### src/verilog/frh_cfg.svh
`ifndef FRH_CFG_SVH
`define FRH_CFG_SVH
// Clock period and the millisecond from which all fault timing is built.
`define FRH_CLK_NS 10
`define FRH_MS_NS 1000000
`define FRH_MS_CNT_W 17
// Persistence delay step and the shortest legal restart interval.
`define FRH_STEP_MS 16
`define FRH_RETRY_MIN_MS 16'h0078
// Die temperature thresholds in degrees Celsius.
`define FRH_DIE_HOT_C 8'ha0
`define FRH_DIE_COOL_C 8'h96
// Response byte values after reset.
`define FRH_DIE_RESP 8'hc0
`define FRH_OT_RESP_RST 8'hb8
`define FRH_TON_RESP_RST 8'hb8
`define FRH_OC_RESP_RST 8'h00
`define FRH_RETRY_RST 16'h015e
// Response byte fields.
`define FRH_ACT_IGNORE 2'h0
`define FRH_ACT_BAD 2'h1
`define FRH_ACT_MID 2'h2
`define FRH_ACT_TOP 2'h3
`define FRH_RETRY_ALWAYS 3'h7
// Command codes on the command port.
`define FRH_CMD_OC_RESP 8'h46
`define FRH_CMD_OT_RESP 8'h50
`define FRH_CMD_TON_RESP 8'h63
`define FRH_CMD_DIE_RESP 8'hd6
`define FRH_CMD_RETRY 8'hdb
`define FRH_CMD_SBYTE 8'h78
`define FRH_CMD_SWORD 8'h79
`define FRH_CMD_SVOUT 8'h7a
`define FRH_CMD_SIOUT 8'h7b
`define FRH_CMD_STEMP 8'h7d
`define FRH_CMD_SCML 8'h7e
`define FRH_CMD_SMFR 8'h80
// Sticky flag indices and channel indices.
`define FRH_FL_OC 0
`define FRH_FL_OT 1
`define FRH_FL_TON 2
`define FRH_FL_DIE 3
`define FRH_FL_CML 4
`define FRH_FL_N 5
`define FRH_CH_OC 0
`define FRH_CH_OT 1
`define FRH_CH_TON 2
`define FRH_CH_N 3
// Status bit positions.
`define FRH_SB_IOUT_OC 4
`define FRH_SB_TEMP 2
`define FRH_SB_CML 1
`define FRH_SW_VOUT 15
`define FRH_SW_IOUT 14
`define FRH_SW_MFR 12
`define FRH_S_IOUT_OC 7
`define FRH_S_TEMP_OT 7
`define FRH_S_VOUT_TON 2
`define FRH_S_MFR_OT 6
`define FRH_S_CML_DATA 6
`endif

### src/verilog/frh_pkg.sv
package frh_pkg;
	// States of one fault response channel, Gray coded along the path.
	typedef enum logic [2:0] {
		st_idle = 3'h0,
		st_delay = 3'h1,
		st_wait = 3'h3,
		st_count = 3'h2,
		st_hold = 3'h6
	} frh_state_t;
endpackage

### src/verilog/frh_chan_if.sv
`timescale 1ns/1ns
// Signals between the top and one fault response channel.
interface frh_chan_if;
	logic [7:0] resp; // Programmed response byte.
	logic fault; // Qualified fault level.
	logic clear; // Fault clearing event.
	logic ms_tick; // One pulse per millisecond.
	logic run_on; // Output is commanded on.
	logic pin_rel; // Shared fault pin was released.
	logic [15:0] interval; // Restart interval in ms.
	logic off; // Channel holds the output off.
	modport ctl(output resp, fault, clear, ms_tick, run_on, pin_rel,
		interval, input off);
	modport chan(input resp, fault, clear, ms_tick, run_on, pin_rel,
		interval, output off);
endinterface

### src/verilog/frh_fault_response.sv
`timescale 1ns/1ns
`include "frh_cfg.svh"
// Behaviour
// RULE1 - overcurrent sets byte, word and current status
// RULE2 - recorded faults drive alert unless masked
// RULE3 - overcurrent ignored during output ramps
// RULE4 - response 00 never disables output
// RULE5 - writing 01 raises communication fault
// RULE6 - response 10 disables after persistent delay
// RULE7 - response 11 disables at once
// RULE8 - retry 000-110 stays off until cleared
// RULE9 - retry 111 restarts endlessly after interval
// RULE10 - delay field counts 16 ms steps
// RULE11 - overcurrent flag clears only on listed events
// RULE12 - external overtemperature sets byte and temperature status
// RULE13 - die overtemperature sets word and vendor status
// RULE14 - die response fixed, 160 off, 150 on
// RULE15 - die response byte is read only
// RULE16 - turn-on timeout sets word and vout status
// RULE17 - temperature and timeout 10 shut down
// RULE18 - 00 runs on, 01 and 11 unsupported
// RULE19 - temperature and timeout delay bits ignored
// RULE20 - retry interval starts after fault or pin release
// RULE21 - vanishing fault restarts the persistence delay
module frh_fault_response import frh_pkg::*; #(
	parameter int MS_CYCLES = `FRH_MS_NS / `FRH_CLK_NS
) (
	input wire logic clk_in,
	input wire logic srst_in,
	input wire logic oc_detect_in,
	input wire logic ext_ot_in,
	input wire logic run_in,
	input wire logic fault_pin_n_in,
	input wire logic ramp_in,
	input wire logic operation_on_in,
	input wire logic ton_max_in,
	input wire logic [7:0] die_temp_in,
	input wire logic clear_faults_in,
	input wire logic restore_user_all_in,
	input wire logic soft_reset_in,
	input wire logic [4:0] alert_mask_in,
	input wire logic cmd_valid_in,
	input wire logic cmd_write_in,
	input wire logic [7:0] cmd_code_in,
	input wire logic [15:0] cmd_data_in,
	input wire logic alert_n_in,
	output logic rsp_valid_out,
	output logic [15:0] rsp_data_out,
	output logic rsp_err_out,
	output logic alert_n_out,
	output logic alert_oe_n_out,
	output logic output_enable_out
);
	logic [3:0] pins_s; // Synchronised pin levels.
	logic oc_s, ot_s, run_s, pin_s; // Named pin levels.
	logic pin_q; // Previous fault pin level.
	logic run_on, run_on_q; // Output commanded on, and its last value.
	logic off_on; // Output just commanded on again.
	logic pin_rel; // Fault pin just released.
	logic clear_all; // Any event that clears every flag.
	logic oc_qual; // Overcurrent outside of ramps.
	logic [`FRH_MS_CNT_W-1:0] ms_cnt_q; // Millisecond prescaler.
	logic ms_tick; // One pulse per millisecond.
	logic [7:0] oc_resp_q, ot_resp_q, ton_resp_q; // Response bytes.
	logic [15:0] retry_q; // Restart interval in ms.
	logic [15:0] interval; // Interval held to its legal floor.
	logic die_hot_q; // Die hot: set above its shutdown threshold, held until it falls below the cool one.
	logic [`FRH_FL_N-1:0] flag_q, flag_set, flag_clr; // Sticky flags.
	logic cml_evt; // Bad write or unknown command.
	logic wr, rd; // Command port write and read.
	logic [7:0] wbyte; // Low data byte of a write.
	logic [7:0] sbyte; // Summary status byte.
	logic [15:0] sword; // Summary status word.
	logic [15:0] rdata; // Read data before the register.
	logic rerr; // Read of an unknown code.
	logic alert_q; // Alert pulled low.
	logic en_q; // Output enable register.
	logic [7:0] resp_v [`FRH_CH_N]; // Response per channel.
	logic fault_v [`FRH_CH_N]; // Fault per channel.
	logic off_v [`FRH_CH_N]; // Shutdown per channel.
	logic clr_v [`FRH_CH_N]; // Clearing event per channel.
	frh_chan_if ch_if [`FRH_CH_N] ();

	// The alert line is only ever pulled low; the board pulls it up.
	assign alert_n_out = 1'b0;
	assign alert_oe_n_out = ~alert_q;

	// Pins from outside pass three stages before use.
	frh_sync3 #(.W(4), .RST(4'h8)) u_sync (
		.clk_in(clk_in),
		.srst_in(srst_in),
		.pin_in({fault_pin_n_in, run_in, ext_ot_in, oc_detect_in}),
		.level_out(pins_s)
	);
	assign oc_s = pins_s[0];
	assign ot_s = pins_s[1];
	assign run_s = pins_s[2];
	assign pin_s = pins_s[3];

	// Overcurrent detections during turn-on and turn-off are dropped.
	assign oc_qual = oc_s && !ramp_in; // RULE3
	assign run_on = run_s && operation_on_in;
	assign off_on = run_on && !run_on_q;
	assign pin_rel = pin_s && !pin_q;
	assign clear_all = clear_faults_in || restore_user_all_in ||
		soft_reset_in || off_on; // RULE11
	assign wr = cmd_valid_in && cmd_write_in;
	assign rd = cmd_valid_in && !cmd_write_in;
	assign wbyte = cmd_data_in[7:0];
	assign interval = (retry_q < `FRH_RETRY_MIN_MS) ? `FRH_RETRY_MIN_MS :
		retry_q; // RULE20

	// Edge memories for the run command and the fault pin.
	always_ff @(posedge clk_in) begin
		if (srst_in) begin
			run_on_q <= 1'b0;
			pin_q <= 1'b1;
		end else begin
			run_on_q <= run_on;
			pin_q <= pin_s;
		end
	end

	// Millisecond prescaler shared by every channel.
	always_ff @(posedge clk_in) begin
		if (srst_in || ms_tick) begin
			ms_cnt_q <= '0;
		end else begin
			ms_cnt_q <= ms_cnt_q + `FRH_MS_CNT_W'(1);
		end
	end
	assign ms_tick = ms_cnt_q == `FRH_MS_CNT_W'(MS_CYCLES - 1);

	// Response registers; unsupported values are refused and kept out.
	always_ff @(posedge clk_in) begin
		if (srst_in || soft_reset_in) begin
			oc_resp_q <= `FRH_OC_RESP_RST;
			ot_resp_q <= `FRH_OT_RESP_RST;
			ton_resp_q <= `FRH_TON_RESP_RST;
			retry_q <= `FRH_RETRY_RST;
		end else if (wr && cmd_code_in == `FRH_CMD_OC_RESP) begin
			if (wbyte[7:6] != `FRH_ACT_BAD) begin
				oc_resp_q <= wbyte; // RULE5
			end
		end else if (wr && cmd_code_in == `FRH_CMD_OT_RESP) begin
			if (wbyte[7:6] == `FRH_ACT_IGNORE || wbyte[7:6] == `FRH_ACT_MID) begin
				ot_resp_q <= wbyte; // RULE18
			end
		end else if (wr && cmd_code_in == `FRH_CMD_TON_RESP) begin
			if (wbyte[7:6] == `FRH_ACT_IGNORE || wbyte[7:6] == `FRH_ACT_MID) begin
				ton_resp_q <= wbyte; // RULE18
			end
		end else if (wr && cmd_code_in == `FRH_CMD_RETRY) begin
			retry_q <= cmd_data_in;
		end
	end

	// Classify every command for the communication fault.
	always_comb begin
		cml_evt = 1'b0;
		if (wr && cmd_code_in == `FRH_CMD_OC_RESP) begin
			cml_evt = wbyte[7:6] == `FRH_ACT_BAD; // RULE5
		end else if (wr && (cmd_code_in == `FRH_CMD_OT_RESP ||
			cmd_code_in == `FRH_CMD_TON_RESP)) begin
			cml_evt = wbyte[7:6] == `FRH_ACT_BAD ||
				wbyte[7:6] == `FRH_ACT_TOP; // RULE18
		end else if (wr && cmd_code_in == `FRH_CMD_DIE_RESP) begin
			cml_evt = 1'b1; // RULE15
		end else if (cmd_valid_in && rerr) begin
			cml_evt = 1'b1;
		end
	end

	// Die temperature with hysteresis; it needs no response byte.
	always_ff @(posedge clk_in) begin
		if (srst_in) begin
			die_hot_q <= 1'b0;
		end else if (die_temp_in > `FRH_DIE_HOT_C) begin
			die_hot_q <= 1'b1; // RULE14
		end else if (die_temp_in < `FRH_DIE_COOL_C) begin
			die_hot_q <= 1'b0; // RULE14
		end
	end

	// Events that set sticky flags.
	always_comb begin
		flag_set = '0;
		flag_set[`FRH_FL_OC] = oc_qual; // RULE1
		flag_set[`FRH_FL_OT] = ot_s; // RULE12
		flag_set[`FRH_FL_TON] = ton_max_in; // RULE16
		flag_set[`FRH_FL_DIE] = die_hot_q; // RULE13
		flag_set[`FRH_FL_CML] = cml_evt;
	end

	// Clearing events: global ones, or a one written to the flag's bit.
	always_comb begin
		flag_clr = {`FRH_FL_N{clear_all}};
		if (wr && cmd_code_in == `FRH_CMD_SIOUT) begin
			flag_clr[`FRH_FL_OC] = clear_all || wbyte[`FRH_S_IOUT_OC]; // RULE11
		end else if (wr && cmd_code_in == `FRH_CMD_STEMP) begin
			flag_clr[`FRH_FL_OT] = clear_all || wbyte[`FRH_S_TEMP_OT];
		end else if (wr && cmd_code_in == `FRH_CMD_SVOUT) begin
			flag_clr[`FRH_FL_TON] = clear_all || wbyte[`FRH_S_VOUT_TON];
		end else if (wr && cmd_code_in == `FRH_CMD_SMFR) begin
			flag_clr[`FRH_FL_DIE] = clear_all || wbyte[`FRH_S_MFR_OT];
		end else if (wr && cmd_code_in == `FRH_CMD_SCML) begin
			flag_clr[`FRH_FL_CML] = clear_all || wbyte[`FRH_S_CML_DATA];
		end
	end

	// Sticky flags; a set in the same cycle as a clear wins.
	always_ff @(posedge clk_in) begin
		if (srst_in) begin
			flag_q <= '0;
		end else begin
			flag_q <= flag_set | (flag_q & ~flag_clr); // RULE11
		end
	end

	// Alert follows any unmasked flag, whatever the response.
	always_ff @(posedge clk_in) begin
		if (srst_in) begin
			alert_q <= 1'b0;
		end else begin
			alert_q <= |(flag_q & ~alert_mask_in); // RULE2
		end
	end

	// Summary status byte and word.
	always_comb begin
		sbyte = 8'h00;
		sbyte[`FRH_SB_IOUT_OC] = flag_q[`FRH_FL_OC]; // RULE1
		sbyte[`FRH_SB_TEMP] = flag_q[`FRH_FL_OT]; // RULE12
		sbyte[`FRH_SB_CML] = flag_q[`FRH_FL_CML];
		sword = {8'h00, sbyte};
		sword[`FRH_SW_IOUT] = flag_q[`FRH_FL_OC]; // RULE1
		sword[`FRH_SW_VOUT] = flag_q[`FRH_FL_TON]; // RULE16
		sword[`FRH_SW_MFR] = flag_q[`FRH_FL_DIE]; // RULE13
	end

	// Read decode; unknown codes answer zero with an error.
	always_comb begin
		rdata = 16'h0000;
		rerr = 1'b0;
		if (cmd_code_in == `FRH_CMD_OC_RESP) begin
			rdata = {8'h00, oc_resp_q};
		end else if (cmd_code_in == `FRH_CMD_OT_RESP) begin
			rdata = {8'h00, ot_resp_q};
		end else if (cmd_code_in == `FRH_CMD_TON_RESP) begin
			rdata = {8'h00, ton_resp_q};
		end else if (cmd_code_in == `FRH_CMD_DIE_RESP) begin
			rdata = {8'h00, `FRH_DIE_RESP}; // RULE15
		end else if (cmd_code_in == `FRH_CMD_RETRY) begin
			rdata = retry_q;
		end else if (cmd_code_in == `FRH_CMD_SBYTE) begin
			rdata = {8'h00, sbyte};
		end else if (cmd_code_in == `FRH_CMD_SWORD) begin
			rdata = sword;
		end else if (cmd_code_in == `FRH_CMD_SIOUT) begin
			rdata = 16'(flag_q[`FRH_FL_OC]) << `FRH_S_IOUT_OC; // RULE1
		end else if (cmd_code_in == `FRH_CMD_STEMP) begin
			rdata = 16'(flag_q[`FRH_FL_OT]) << `FRH_S_TEMP_OT; // RULE12
		end else if (cmd_code_in == `FRH_CMD_SVOUT) begin
			rdata = 16'(flag_q[`FRH_FL_TON]) << `FRH_S_VOUT_TON; // RULE16
		end else if (cmd_code_in == `FRH_CMD_SMFR) begin
			rdata = 16'(flag_q[`FRH_FL_DIE]) << `FRH_S_MFR_OT; // RULE13
		end else if (cmd_code_in == `FRH_CMD_SCML) begin
			rdata = 16'(flag_q[`FRH_FL_CML]) << `FRH_S_CML_DATA;
		end else begin
			rerr = 1'b1;
		end
	end

	// Read answer, one cycle after the request.
	always_ff @(posedge clk_in) begin
		if (srst_in) begin
			rsp_valid_out <= 1'b0;
			rsp_data_out <= 16'h0000;
			rsp_err_out <= 1'b0;
		end else begin
			rsp_valid_out <= rd;
			rsp_err_out <= rd && rerr;
			if (rd) begin
				rsp_data_out <= rdata;
			end
		end
	end

	// Channel inputs: overcurrent, external temperature, turn-on time.
	assign resp_v[`FRH_CH_OC] = oc_resp_q;
	assign resp_v[`FRH_CH_OT] = ot_resp_q;
	assign resp_v[`FRH_CH_TON] = ton_resp_q;
	assign fault_v[`FRH_CH_OC] = oc_qual;
	assign fault_v[`FRH_CH_OT] = ot_s;
	assign fault_v[`FRH_CH_TON] = ton_max_in;
	// A one written to a channel's status bit also ends its latched shutdown.
	assign clr_v[`FRH_CH_OC] = flag_clr[`FRH_FL_OC]; // RULE8
	assign clr_v[`FRH_CH_OT] = flag_clr[`FRH_FL_OT]; // RULE8
	assign clr_v[`FRH_CH_TON] = flag_clr[`FRH_FL_TON]; // RULE8

	// One response channel each for overcurrent, external temperature and turn-on time.
	for (genvar i = 0; i < `FRH_CH_N; i++) begin : g_ch
		assign ch_if[i].resp = resp_v[i];
		assign ch_if[i].fault = fault_v[i];
		assign ch_if[i].clear = clr_v[i];
		assign ch_if[i].ms_tick = ms_tick;
		assign ch_if[i].run_on = run_on;
		assign ch_if[i].pin_rel = pin_rel;
		assign ch_if[i].interval = interval;
		assign off_v[i] = ch_if[i].off;
		frh_resp_chan #(.IS_OC(i == `FRH_CH_OC)) u_ch (
			.clk_in(clk_in),
			.srst_in(srst_in),
			.ch(ch_if[i])
		);
	end

	// Output runs when commanded on and no channel or die holds it off.
	always_ff @(posedge clk_in) begin
		if (srst_in) begin
			en_q <= 1'b0;
		end else begin
			en_q <= run_on && !off_v[`FRH_CH_OC] && !off_v[`FRH_CH_OT] &&
				!off_v[`FRH_CH_TON] && !die_hot_q; // RULE14
		end
	end
	assign output_enable_out = en_q;
endmodule

### src/verilog/frh_resp_chan.sv
`timescale 1ns/1ns
`include "frh_cfg.svh"
// One fault response channel: decides shutdown, delay and restart.
module frh_resp_chan import frh_pkg::*; #(
	parameter bit IS_OC = 1'b0
) (
	input wire logic clk_in,
	input wire logic srst_in,
	frh_chan_if.chan ch
);
	frh_state_t state_q, state_d; // Channel state.
	frh_state_t off_st; // State entered on shutdown.
	logic [15:0] cnt_q; // Millisecond counter.
	logic [15:0] dly_ms; // Persistence delay in ms.
	logic now_off; // Response shuts down at once.
	logic delayed; // Response shuts down after the delay.

	// Decode the response byte for this channel's kind.
	always_comb begin
		dly_ms = 16'(ch.resp[2:0]) * 16'(`FRH_STEP_MS); // RULE10
		if (IS_OC) begin
			now_off = ch.resp[7:6] == `FRH_ACT_TOP; // RULE7
			delayed = ch.resp[7:6] == `FRH_ACT_MID; // RULE6
		end else begin
			now_off = ch.resp[7:6] == `FRH_ACT_MID; // RULE17
			delayed = 1'b0; // RULE19
		end
		if (ch.resp[5:3] == `FRH_RETRY_ALWAYS) begin
			off_st = st_wait; // RULE9
		end else begin
			off_st = st_hold; // RULE8
		end
	end

	// Next state; an ignore response never leaves idle.
	always_comb begin
		state_d = state_q;
		case (state_q)
			st_idle: begin // RULE4
				if (ch.fault && ch.run_on && now_off) begin
					state_d = off_st;
				end else if (ch.fault && ch.run_on && delayed) begin
					state_d = st_delay;
				end
			end
			st_delay: begin
				if (!ch.fault) begin
					state_d = st_idle; // RULE21
				// The shared tick has an unknown phase, so one tick more
				// than the delay makes sure the whole delay has passed.
				end else if (dly_ms == 16'h0000 || cnt_q > dly_ms) begin
					state_d = off_st; // RULE6
				end
			end
			st_hold: begin
				if (ch.clear) begin
					state_d = st_idle; // RULE8
				end
			end
			st_wait: begin
				if (!ch.run_on) begin
					state_d = st_idle;
				end else if (!ch.fault || ch.pin_rel) begin
					state_d = st_count; // RULE20
				end
			end
			st_count: begin
				if (!ch.run_on || cnt_q > ch.interval) begin
					state_d = st_idle; // RULE9
				end
			end
			default: begin
				state_d = st_idle;
			end
		endcase
	end

	// State register.
	always_ff @(posedge clk_in) begin
		if (srst_in) begin
			state_q <= st_idle;
		end else begin
			state_q <= state_d;
		end
	end

	// Millisecond counter, restarted on every change of state.
	always_ff @(posedge clk_in) begin
		if (srst_in || state_d != state_q) begin
			cnt_q <= 16'h0000;
		end else if (ch.ms_tick) begin
			cnt_q <= cnt_q + 16'h0001;
		end
	end

	assign ch.off = state_q == st_hold || state_q == st_wait ||
		state_q == st_count;
endmodule

### src/verilog/frh_sync3.sv
`timescale 1ns/1ns
// Three-stage pin synchroniser; a change counts once stages two and three
// agree, which filters a single-cycle glitch past the first stage.
module frh_sync3 #(
	parameter int W = 4,
	parameter logic [W-1:0] RST = '0
) (
	input wire logic clk_in,
	input wire logic srst_in,
	input wire logic [W-1:0] pin_in,
	output logic [W-1:0] level_out
);
	logic [W-1:0] s1_q; // First stage, read only by the second.
	logic [W-1:0] s2_q; // Second stage.
	logic [W-1:0] s3_q; // Third stage.

	// Shift the pins through the stages and accept agreeing bits.
	always_ff @(posedge clk_in) begin
		if (srst_in) begin
			s1_q <= RST;
			s2_q <= RST;
			s3_q <= RST;
			level_out <= RST;
		end else begin
			s1_q <= pin_in;
			s2_q <= s1_q;
			s3_q <= s2_q;
			level_out <= (s2_q & ~(s2_q ^ s3_q)) | (level_out & (s2_q ^ s3_q));
		end
	end
endmodule
### config.mk
export PLATFORM = sky130hd
export DESIGN_NAME = frh_fault_response
export DESIGN_NICKNAME = d
export VERILOG_FILES = /design/src/verilog/frh_pkg.sv /design/src/verilog/frh_chan_if.sv /design/src/verilog/frh_fault_response.sv /design/src/verilog/frh_resp_chan.sv /design/src/verilog/frh_sync3.sv
export VERILOG_INCLUDE_DIRS = /design/src /design/src/verilog
export SDC_FILE = /design/constraint.sdc
export NUM_CORES = 1
export LEC_CHECK = 0
export BUFFER_PORTS_ARGS = -buffer_cell sky130_fd_sc_hd__buf_4
export CORE_MARGIN = 5
export CORE_UTILIZATION = 45
export CTS_BUF_LIST = sky130_fd_sc_hd__clkbuf_8
export DETAILED_ROUTE_END_ITERATION = 7
export GPL_TIMING_DRIVEN = 0
export HOLD_SLACK_MARGIN = 0.1
export PLACE_DENSITY = 0.65
export SYNTH_ARGS = -nofsm -noshare
export SYNTH_HDL_FRONTEND = slang
export SYNTH_SLANG_ARGS = --single-unit
export TNS_END_PERCENT = 1
### constraint.sdc
create_clock -name clk_in -period 3.1 [get_ports clk_in]
set_input_delay 0.155 -clock clk_in [delete_from_list [all_inputs] [get_ports clk_in]]
set_output_delay 0.155 -clock clk_in [all_outputs]
set_load 0.01 [all_outputs]
==> impl_metrics.yaml, run 1 <==
cells_and_area:
  n_antenna_cell: 0
  utilization_pct: 55.3
  area_growth_pct: 21.0
  fill_cells: 1774
  finalNetCount: 1266
  drive_gt1_share_pct: 14.4
  multi_input_area_um2: 5230
  stdcell_count: 1397
  area.sequential_um2: 3160
synth:
  avgSynthCellArea_um2: 8.41
  synthTopCellsByArea: "dfxtp_1, ha_1, nand2_1, nor2_1, xnor2_1"
  syn_nets: 1136
  synth.distinct_cells: 68
  synth_commonest_cells: "dfxtp_1, nand2_1, nor2_1, ha_1, nor3_1"
  async_flop_share_pct: 0
  yosys.area.top_type: "dfxtp_1"
  synth_edf_count: 0
  synth_top_area_share_pct: 36.9
  synth_ff_type: "dfxtp_1"
  ys_warn_count: 0
  synth_area_um2: 8580
  yosys_register_bits: 158
  synth_seq_area_share_pct: 36.9
  yosys.cell_count.top_type: "dfxtp_1"
  syn_inst: 1020
pwr:
  leakagePower_nw: 4.07
  power_mw: 3.96
  p_sw_share_pct: 24.0
  internal-power_mw: 3.01
  seqPwrFrac_pct: 52.1
  comb_power_share_pct: 6.1
  switchingPower_mw: 0.950
  p_clk_share_pct: 41.7
  vdd_drop_max_mv: 0.292
  power_density_nw_per_um2: 381
sta:
  fin_crit_sh_pct: 99.5
  finalHoldViolations: 0
  skew_ns: 0.0164
  fin_crit_ns: 3.08
  worst_pin_slew_ns: 1.14
  rsz0062_at_grt: "yes"
  fin_setup_tns_ns: 0
  relSlewSlack_pct: 23.6
  fmax_ghz: 0.324
  setup_violations: 0
  final_max_slew_viol_count: 0
critical_path:
  cp-end-kind: "flop"
  cp.arrival_ns: 3.46
  required_ns: 3.48
  cp-start-kind: "flop"
  cp_max_fo: 10
  critPathKind: "flop to flop"
global_route:
  grt_pass1_wl_um: 40100
  grt_overflow: 0
  antenna_found_initial: 0
  grt_max_degree: 17
  grt_pass1_vias: 7620
  grt.total_usage_pct: 22.9
cts:
  htree_levels: 4
  cts_buffers: 17
  cts_root_buf: "clkbuf_8"
  clk_path_buf_depth: 2
  clk_pin_slew_ns: 0.09
  clkSinkCount: 158
  clk_latency_ns: 0.47
  cts_tree: "built"
detailed_routing:
  via_per_inst: 5.71
  vias: 7971
  drc: 0
  antenna_left: 0
  avgRoutedWirePerCell_um: 18.0
  drtIter0Drc: 723
  drt_first_pass_iters: 7
  routed_wl_um: 25100
floorplanning:
  floorplan.initialDensity_pct: 45.7
  dieArea_um2: 21900
  die_h_um: 148
  core-area_um2: 18800
  io_pins: 73
  core.rowCount: 50
  die_w_um: 148
place:
  port_buffers: 69
  place_congestion: 0.923
  place.detailed.hpwl_um: 18400
  dp_cells: 1323
run:
  cap_violations: 0
outcome:
  status: "finished, final reports clean"
min_path:
  min-delay-path-class: "input pin to flop"
-- kinds of logic after synthesis --
logic type      Yosys count  synth area share, %
mux                      21                 2.45
buf+inv                  81                 3.75
compound gates          154                 12.0
xor+xnor                 60                 6.12
simple gates            481                 29.5
fa+ha+maj                64                 9.33
other cells               1               0.0437
flops                   158                 36.9
-- critical path, stage by stage (launching register included) --
cell and delay, ns:
dfxtp_1 0.44, nand4_1 0.12, nand4_1 0.15, nor4_4 0.06
buf_4 0.17, nor2_1 0.42, ha_1 0.34, nand2_1 0.09
nor4_2 0.05, a21boi_2 0.18, o41ai_4 0.33, a211oi_2 0.16
buf_4 0.20, nor4b_2 0.28
-- area by class of cell --
cell class,instances,area share (%)
clock buffers,19,2.52
inverters,44,1.76
flip-flops and latches,158,30.5
well taps,234,2.82
plain buffers,37,1.64
clock inverters,13,1.54
multi-input cells,781,50.4
repair buffers,111,8.82
-- layout by cell type (no fill, tap or decap), types with 5 or more instances in the layout --
master and count:
a31oi_1 8, mux2i_1 21, nor4_1 17, nand2_1 115
o21ai_0 18, nor4b_2 5, o211ai_1 7, inv_4 7
a222oi_1 6, nor2b_1 22, clkbuf_1 26, a211oi_1 7
a21oi_1 50, nand3_1 41, dlygate4sd3_1 33, clkbuf_8 19
or2_2 7, and2_1 8, dfxtp_1 158, nor2_1 91
nand4_1 33, nand2b_1 11, ha_1 64, xor2_1 28
nor4b_1 7, inv_1 38, or4_1 8, nor3_1 53
and4_1 8, a22oi_1 6, xnor2_1 32, buf_4 81
and3_1 11, nor3_2 11, a21o_1 11
-- stage by stage --
| step | hold slack (ns) | cell area (um^2) | setup slack, ns |
|---|---|---|---|
| after CTS | 0.134 | 10200 | 0.00576 |
| after global routing | 0.160 | 10400 | -0.0531 |
| after floorplan | 0.259 | 8590 | 0.105 |
| after global placement | 0.342 | 9400 | -1.21 |
| final | 0.169 | 10400 | 0.0168 |
| after detailed placement | 0.344 | 9400 | -1.24 |
-- final timing paths --
kind | from | endpoint | slack (ns) | depth (start not counted)
worst max-delay path | retry_q[4]$_SDFFE_PP1P_ | g_ch[1].u_ch.cnt_q[15]$_SDFFE_PP0P_ | 0.02 | 13
worst min-delay path | cmd_code_in[2] | rsp_data_out[12]$_SDFFE_PP0P_ | 0.17 | 4
worst max register to register | retry_q[4]$_SDFFE_PP1P_ | g_ch[1].u_ch.cnt_q[15]$_SDFFE_PP0P_ | 0.02 | 13
worst min register to register | u_sync.s1_q[3]$_SDFF_PP1_ | u_sync.s2_q[3]$_SDFF_PP1_ | 0.42 | 1
-- registers in the layout, indices dropped and copies added, names as in the netlist, named ones only --
name and cells:
output_enable_out 1, u_sync.s3_q 4, die_hot_q 1, rsp_data_out 16, g_ch.u_ch.cnt_q 48, rsp_valid_out 1, run_on_q 1, retry_q 16
u_sync.s2_q 4, g_ch.u_ch.state_q 9, ms_cnt_q 17, rsp_err_out 1, ch_if.resp 24, alert_q 1, flag_q 5, u_sync.s1_q 4
pin_q 1
-- power groups by stage --
stage	sequential, mW	clock, mW	combinational [mW]
final	2.06	1.65	0.243
after global routing	2.06	1.77	0.265
after CTS	2.06	1.68	0.241
after detailed placement	2.11	0	0.208
after global placement	2.11	0	0.208
after floorplan	2.11	0	0.0917
-- metal layers --
layer  track usage [%]  wire (um)
met1              31.8      11300
met2              36.2      11300
met3              4.72       1860
met4              6.79        614
met5                 0          0
-- what timing repair did --
item / in CTS / in global routing
gates cloned: 0 / 0
resized for setup: 20 / 28
setup endpoints to repair: 50 / 55
setup buffers: 2 / 7
hold endpoints to repair: 52 / 0
hold buffers: 33 / 0
pin swaps: 3 / 4
Note: power is estimated with default switching activity, not from simulation.
==> run 2: changes to the inputs <==
CELL_PAD_IN_SITES_DETAIL_PLACEMENT = 1   (was not set)
CELL_PAD_IN_SITES_GLOBAL_PLACEMENT = 2   (was not set)
CORE_UTILIZATION = 34   (was 45)
PLACE_DENSITY = not set   (was 0.65)
PLACE_DENSITY_LB_ADDON = 0.1   (was not set)
SYNTH_HIERARCHICAL = 1   (was not set)
==> run 2 against run 1 <==
Effect of this change:
- utilization fell by 14 points
- final cell count rose by 13%
- non-clock buffer count rose by 11
- final area rose by 6.6%
- clock power rose by 6%
- critical path type unchanged
- global-route usage fell by 2.6 points
- largest power group unchanged
- via count rose by 6.9%
- highest routed layer is now met5
==> impl_metrics.yaml, run 2 <==
place:
  placed_area_um2: 10200
  place.detailed.hpwl_um: 23400
  place_congestion: 0.823
  pre_cts_ws_ns: -0.437
  port_buffers: 69
sta:
  fin_setup_tns_ns: 0
  fin_crit_ns: 3.06
  worst_pin_slew_ns: 0.958
  setup_ws_ns: 0.0438
  setup_violations: 0
  relSlewSlack_pct: 35.6
  finalHoldViolations: 0
  rsz0062_at_grt: "yes"
  hold_ws_ns: 0.129
  final_max_slew_viol_count: 0
  fmax_ghz: 0.327
  skew_ns: 0.0216
  fin_crit_sh_pct: 98.6
cts:
  htree_levels: 4
  clk_latency_ns: 0.47
  clk_pin_slew_ns: 0.10
  clk_path_buf_depth: 2
  clkSinkCount: 158
  cts_root_buf: "clkbuf_8"
  cts_tree: "built"
  cts_buffers: 17
synth:
  synth_edf_count: 0
  yosys.cell_count.top_type: "dfxtp_1"
  yosys.area.top_type: "dfxtp_1"
  ys_warn_count: 6
  synth.distinct_cells: 87
  syn_inst: 1100
  synth_commonest_cells: "dfxtp_1, nand2_1, inv_1, nor2_1, a21oi_1"
  async_flop_share_pct: 0
  yosys_register_bits: 158
  synthTopCellsByArea: "dfxtp_1, ha_1, nand2_1, a21oi_1, inv_1"
  avgSynthCellArea_um2: 8.39
  synth_top_area_share_pct: 34.3
  synth_ff_type: "dfxtp_1"
  synth_area_um2: 9230
  syn_nets: 1216
  synth_seq_area_share_pct: 34.3
run:
  cap_violations: 0
cells_and_area:
  largest_reg_flops: 48
  top_register: "g_ch.u_ch/cnt_q"
  fill_cells: 3250
  utilization_pct: 41.2
  finalNetCount: 1345
  n_antenna_cell: 0
  final_common_cell: "dfxtp_1"
  layout_common_cells: "dfxtp_1, nand2_1, inv_1, buf_4, nor2_1"
  finalInstanceArea_um2: 11100
  drive_gt1_share_pct: 16.4
  area_growth_pct: 19.9
global_route:
  grt_pass1_vias: 8709
  grt_overflow: 0
  antenna_found_initial: 1
  grt_max_degree: 27
  grt.total_usage_pct: 20.3
  grt_pass1_wl_um: 49300
critical_path:
  cp_max_fo: 10
  cp-start-kind: "flop"
  critPathKind: "flop to flop"
  required_ns: 3.46
  crit_chain: "nor4_2, nand4_1, buf_4, nand2b_2, inv_1, ha_1, nand4_1, a2111o_1, o211a_1, a211oi_4, buf_4, buf_8, nor4_2"
  crit_slowest_cell: "a2111o_1"
  cp-end-kind: "flop"
  cp.arrival_ns: 3.41
  cp_slowest_stage_delay_ns: 0.45
detailed_routing:
  routed_wl_um: 31100
  antenna_left: 0
  avgRoutedWirePerCell_um: 19.6
  via_per_inst: 5.38
  vias: 8520
  drt_first_pass_iters: 4
  drtIter0Drc: 385
  drc: 0
floorplanning:
  die_h_um: 175
  die_w_um: 175
  dieArea_um2: 30500
  floorplan.initialDensity_pct: 34.3
  core.rowCount: 60
  io_pins: 73
  core-area_um2: 26900
min_path:
  min-delay-path-class: "input pin to flop"
pwr:
  power_density_nw_per_um2: 370
  vdd_drop_max_mv: 0.196
  leakagePower_nw: 4.37
outcome:
  status: "finished, final reports clean"
run 2: cell count changes after synthesis, sizes merged, moves of 10 or more:
cell   change
mux2i     -11
nand3     +17
inv       +39
a21oi     +15
nor4b     -10
nor4      +16
nor2      -17
run 2: cell families (layout without fill, tap and decap cells):
logic type | count (synthesis) | count (layout) | synth area share (%)
XOR/XNOR | 55 | 55 | 5.22
AO/OA/AOI/OAI | 175 | 175 | 13.1
AND/OR/NAND/NOR | 505 | 505 | 31.3
multiplexers | 10 | 10 | 1.08
buffers and inverters | 132 | 274 | 6.28
adder cells (fa/ha/maj) | 64 | 64 | 8.67
flip-flops | 158 | 158 | 34.3
other | 1 | 1 | 0.0406
run 2: repair_timing:
| action | CTS | global route |
|---|---|---|
| setup buffers | 6 | 0 |
| hold endpoints to repair | 54 | 0 |
| endpoints found under the setup margin | 48 | 40 |
| hold buffers | 34 | 0 |
| resized for setup | 7 | 6 |
| pin swaps | 3 | 5 |
run 2: layout make-up:
class                   count  area [um^2]  share of cell area (%)
clock buffers              17          234                    2.11
well taps                 341          427                    3.86
clock inverters            15          196                    1.78
plain buffers              49          272                    2.45
repair buffers            110          911                    8.23
flip-flops and latches    158         3160                    28.6
multi-input cells         810         5550                    50.2
inverters                  83          312                    2.82
run 2: final timing paths:
path | slack [ns] | start | cells past startpoint | end
setup / recovery | 0.04 | retry_q[12]$_SDFFE_PP0P_ | 13 | g_ch[1].u_ch/cnt_q[12]$_SDFFE_PP0P_
setup reg to reg | 0.04 | retry_q[12]$_SDFFE_PP0P_ | 13 | g_ch[1].u_ch/cnt_q[12]$_SDFFE_PP0P_
hold / removal | 0.13 | alert_mask_in[3] | 3 | alert_q$_SDFF_PP0_
hold reg to reg | 0.42 | u_sync/s1_q[3]$_SDFF_PP1_ | 1 | u_sync/s2_q[3]$_SDFF_PP1_
run 2: critical path: cells and delay by family (launching register included):
family	cells	cell delay, ns
compound gates	3	0.85
fa+ha+maj	1	0.29
buf+inv	4	0.60
flops	1	0.37
simple gates	5	0.83
run 2: routing by layer:
layer | routed length [um] | track usage (%)
met5 | 13 | 0
met4 | 410 | 4.65
met3 | 841 | 2.44
met2 | 14700 | 34.4
met1 | 15100 | 27.9
run 2: where the power goes:
part	total [mW]	leakage (nW)	switching, mW	internal, mW
combinational	0.285	2.87	0.159	0.126
clock	1.75	0.221	0.919	0.828
sequential	2.06	1.28	0.0116	2.05
run 2: stage by stage:
stage / cells / power, mW
3_3_place_gp: 1510 / 2.35
4_1_cts: 1583 / 4.15
6_report: 1583 / 4.09
3_5_place_dp: 1511 / 2.35
5_1_grt: 1583 / 4.25
2_1_floorplan: 1100 / 2.22
==> run 3: changes to the inputs <==
ABC_AREA = 1   (was not set)
CORE_MARGIN = not set   (was 5)
CORE_UTILIZATION = 33   (was 34)
==> run 3 against run 2 <==
Effect of this change:
- final cell count up 17%
- sequential share of layout area decreased by 1.5 points
- count of clock-buffer cells in the layout is 1 higher
- via count grew 2.8%
- global-route usage up 0.32 points
==> impl_metrics.yaml, run 3 <==
sta:
  skew_ns: 0.0169
  final_max_slew_viol_count: 0
  relSlewSlack_pct: 52.9
  fmax_ghz: 0.339
  rsz0062_at_grt: "yes"
  fin_crit_sh_pct: 95.3
  fin_setup_tns_ns: 0
  fin_crit_ns: 2.95
  finalHoldViolations: 0
  setup_violations: 0
  hold_ws_ns: 0.198
  worst_pin_slew_ns: 0.707
floorplanning:
  floorplan.initialDensity_pct: 33.9
  io_pins: 73
  die_w_um: 172
  dieArea_um2: 29500
  die_h_um: 172
  core-area_um2: 28100
  core.rowCount: 61
cells_and_area:
  finalNetCount: 1579
  largest_reg_flops: 48
  final_common_cell: "nand2_1"
  area_growth_pct: 23.0
  utilization_pct: 41.7
  stdcell_count: 1854
  top_register: "g_ch.u_ch/cnt_q"
  n_antenna_cell: 0
  drive_gt1_share_pct: 20.1
  layout_common_cells: "nand2_1, inv_1, dfxtp_1, nor2_1, buf_4"
synth:
  synth_commonest_cells: "nand2_1, inv_1, dfxtp_1, nor2_1, nand3_1"
  synth_ff_type: "dfxtp_1"
  synth_edf_count: 0
  synth_top_area_share_pct: 33.2
  synthTopCellsByArea: "dfxtp_1, nand2_1, ha_1, inv_1, nor2_1"
  syn_nets: 1439
  synth_seq_area_share_pct: 33.2
  async_flop_share_pct: 0
  ys_warn_count: 6
  yosys.cell_count.top_type: "nand2_1"
  yosys_register_bits: 158
  syn_inst: 1323
  avgSynthCellArea_um2: 7.20
  yosys.area.top_type: "dfxtp_1"
  synth.distinct_cells: 63
  synth_area_um2: 9520
place:
  dp_cells: 1771
  place_congestion: 0.807
  place.detailed.hpwl_um: 22700
  port_buffers: 70
critical_path:
  cp_max_fo: 7
  crit_chain: "inv_2, nand2_2, nor3_2, nand4_1, a311oi_4, buf_4, or2_4, inv_2, ha_4, nand2_2, nor2_1, nor2_1, nand2_1, nand2_1, nand2_1, nand2_2, nand2_4, nand2_2, nand2_2, nand4_4, clkbuf_16, nor2_2"
  crit_slowest_cell: "dfxtp_4"
  path_buf_inv: 4
  crit_family: "simple AND/OR/NAND/NOR gates"
  required_ns: 3.52
  cp.arrival_ns: 3.37
  cp-end-kind: "flop"
  path_common_cell: "nand2_2"
  critPathKind: "flop to flop"
  cp_slowest_stage_delay_ns: 0.36
  cp-start-kind: "flop"
global_route:
  grt.total_usage_pct: 20.7
  grt_pass1_vias: 8640
  antenna_found_initial: 0
  grt_max_degree: 21
  grt_pass1_wl_um: 46500
  grt_overflow: 0
cts:
  clk_latency_ns: 0.48
  clkSinkCount: 158
  clk_path_buf_depth: 2
  clk_pin_slew_ns: 0.10
  cts_root_buf: "clkbuf_8"
  cts_buffers: 17
  htree_levels: 4
  cts_tree: "built"
pwr:
  vdd_drop_max_mv: 0.307
  leakagePower_nw: 5.00
  power_density_nw_per_um2: 329
  power_mw: 3.85
detailed_routing:
  vias: 8762
  avgRoutedWirePerCell_um: 15.8
  drc: 0
  via_per_inst: 4.73
  routed_wl_um: 29300
  antenna_left: 0
  drtIter0Drc: 374
  drt_first_pass_iters: 4
run:
  cap_violations: 0
outcome:
  status: "finished, final reports clean"
min_path:
  min-delay-path-class: "input pin to flop"
[run 3: path summary, 6_finish.rpt]
path / slack (ns) / endpoint / cells after the start / from
worst max register to register: 0.15 / g_ch[1].u_ch/cnt_q[10]$_SDFFE_PP0P_ / 22 / retry_q[11]$_SDFFE_PP0P_
worst max-delay path: 0.15 / g_ch[1].u_ch/cnt_q[10]$_SDFFE_PP0P_ / 22 / retry_q[11]$_SDFFE_PP0P_
worst min-delay path: 0.20 / rsp_data_out[12]$_SDFFE_PP0P_ / 5 / cmd_code_in[0]
worst min register to register: 0.41 / u_sync/s2_q[0]$_SDFF_PP0_ / 2 / u_sync/s1_q[0]$_SDFF_PP0_
[run 3: stage by stage]
step	worst slack, ns	cell area [um^2]
3_5_place_dp	-0.359	10500
5_1_grt	-0.0896	11700
6_report	0.147	11700
4_1_cts	-0.0207	11400
3_3_place_gp	-0.278	10500
2_1_floorplan	0.430	9520
[run 3: report_power, final]
part | switching, mW | leakage (nW) | total (mW) | internal [mW]
Sequential | 0.00972 | 1.28 | 2.05 | 2.04
Clock | 0.912 | 0.177 | 1.51 | 0.601
Combinational | 0.154 | 3.54 | 0.289 | 0.134
[run 3: repair_timing]
action / CTS / global route
hold buffers: 34 / 0
gates cloned: 1 / 2
buffers inserted: 7 / 7
gates resized for setup: 14 / 57
endpoints found under the setup margin: 43 / 48
hold endpoints to repair: 60 / 0
pin swaps: 5 / 29
[run 3: per-layer routing]
layer	track usage [%]	vias to the layer above	wire length, um
met5	0	-	0
met4	4.81	0	347
met3	2.95	18	671
met2	33.2	99	13200
met1	29.0	4134	15100
li1	-	4511	-
[run 3: worst register-to-register path: cells and delay by family, from the launching register on]
family / cells / cell delay [ns]
AND/OR/NAND/NOR: 16 / 1.45
flip-flops: 1 / 0.36
adder cells (fa/ha/maj): 1 / 0.26
buffers and inverters: 4 / 0.53
AO/OA/AOI/OAI: 1 / 0.32
[run 3: logic make-up after synthesis]
kind of cell,count (synthesis),share of synthesized area (%)
adder cells (fa/ha/maj),64,8.41
AO/OA/AOI/OAI,174,10.9
flip-flops,158,33.2
buffers and inverters,259,11.3
AND/OR/NAND/NOR,622,32.0
XOR/XNOR,45,4.14
other,1,0.0394
[run 3: layout make-up]
class | count | area [um^2]
tap | 378 | 473
sequential | 158 | 3170
buffer | 27 | 205
clock inverter | 14 | 123
timing repair buffer | 121 | 1050
multi-input combinational | 906 | 5550
fill | 3623 | 16400
clock buffer | 18 | 248
inverter | 232 | 881
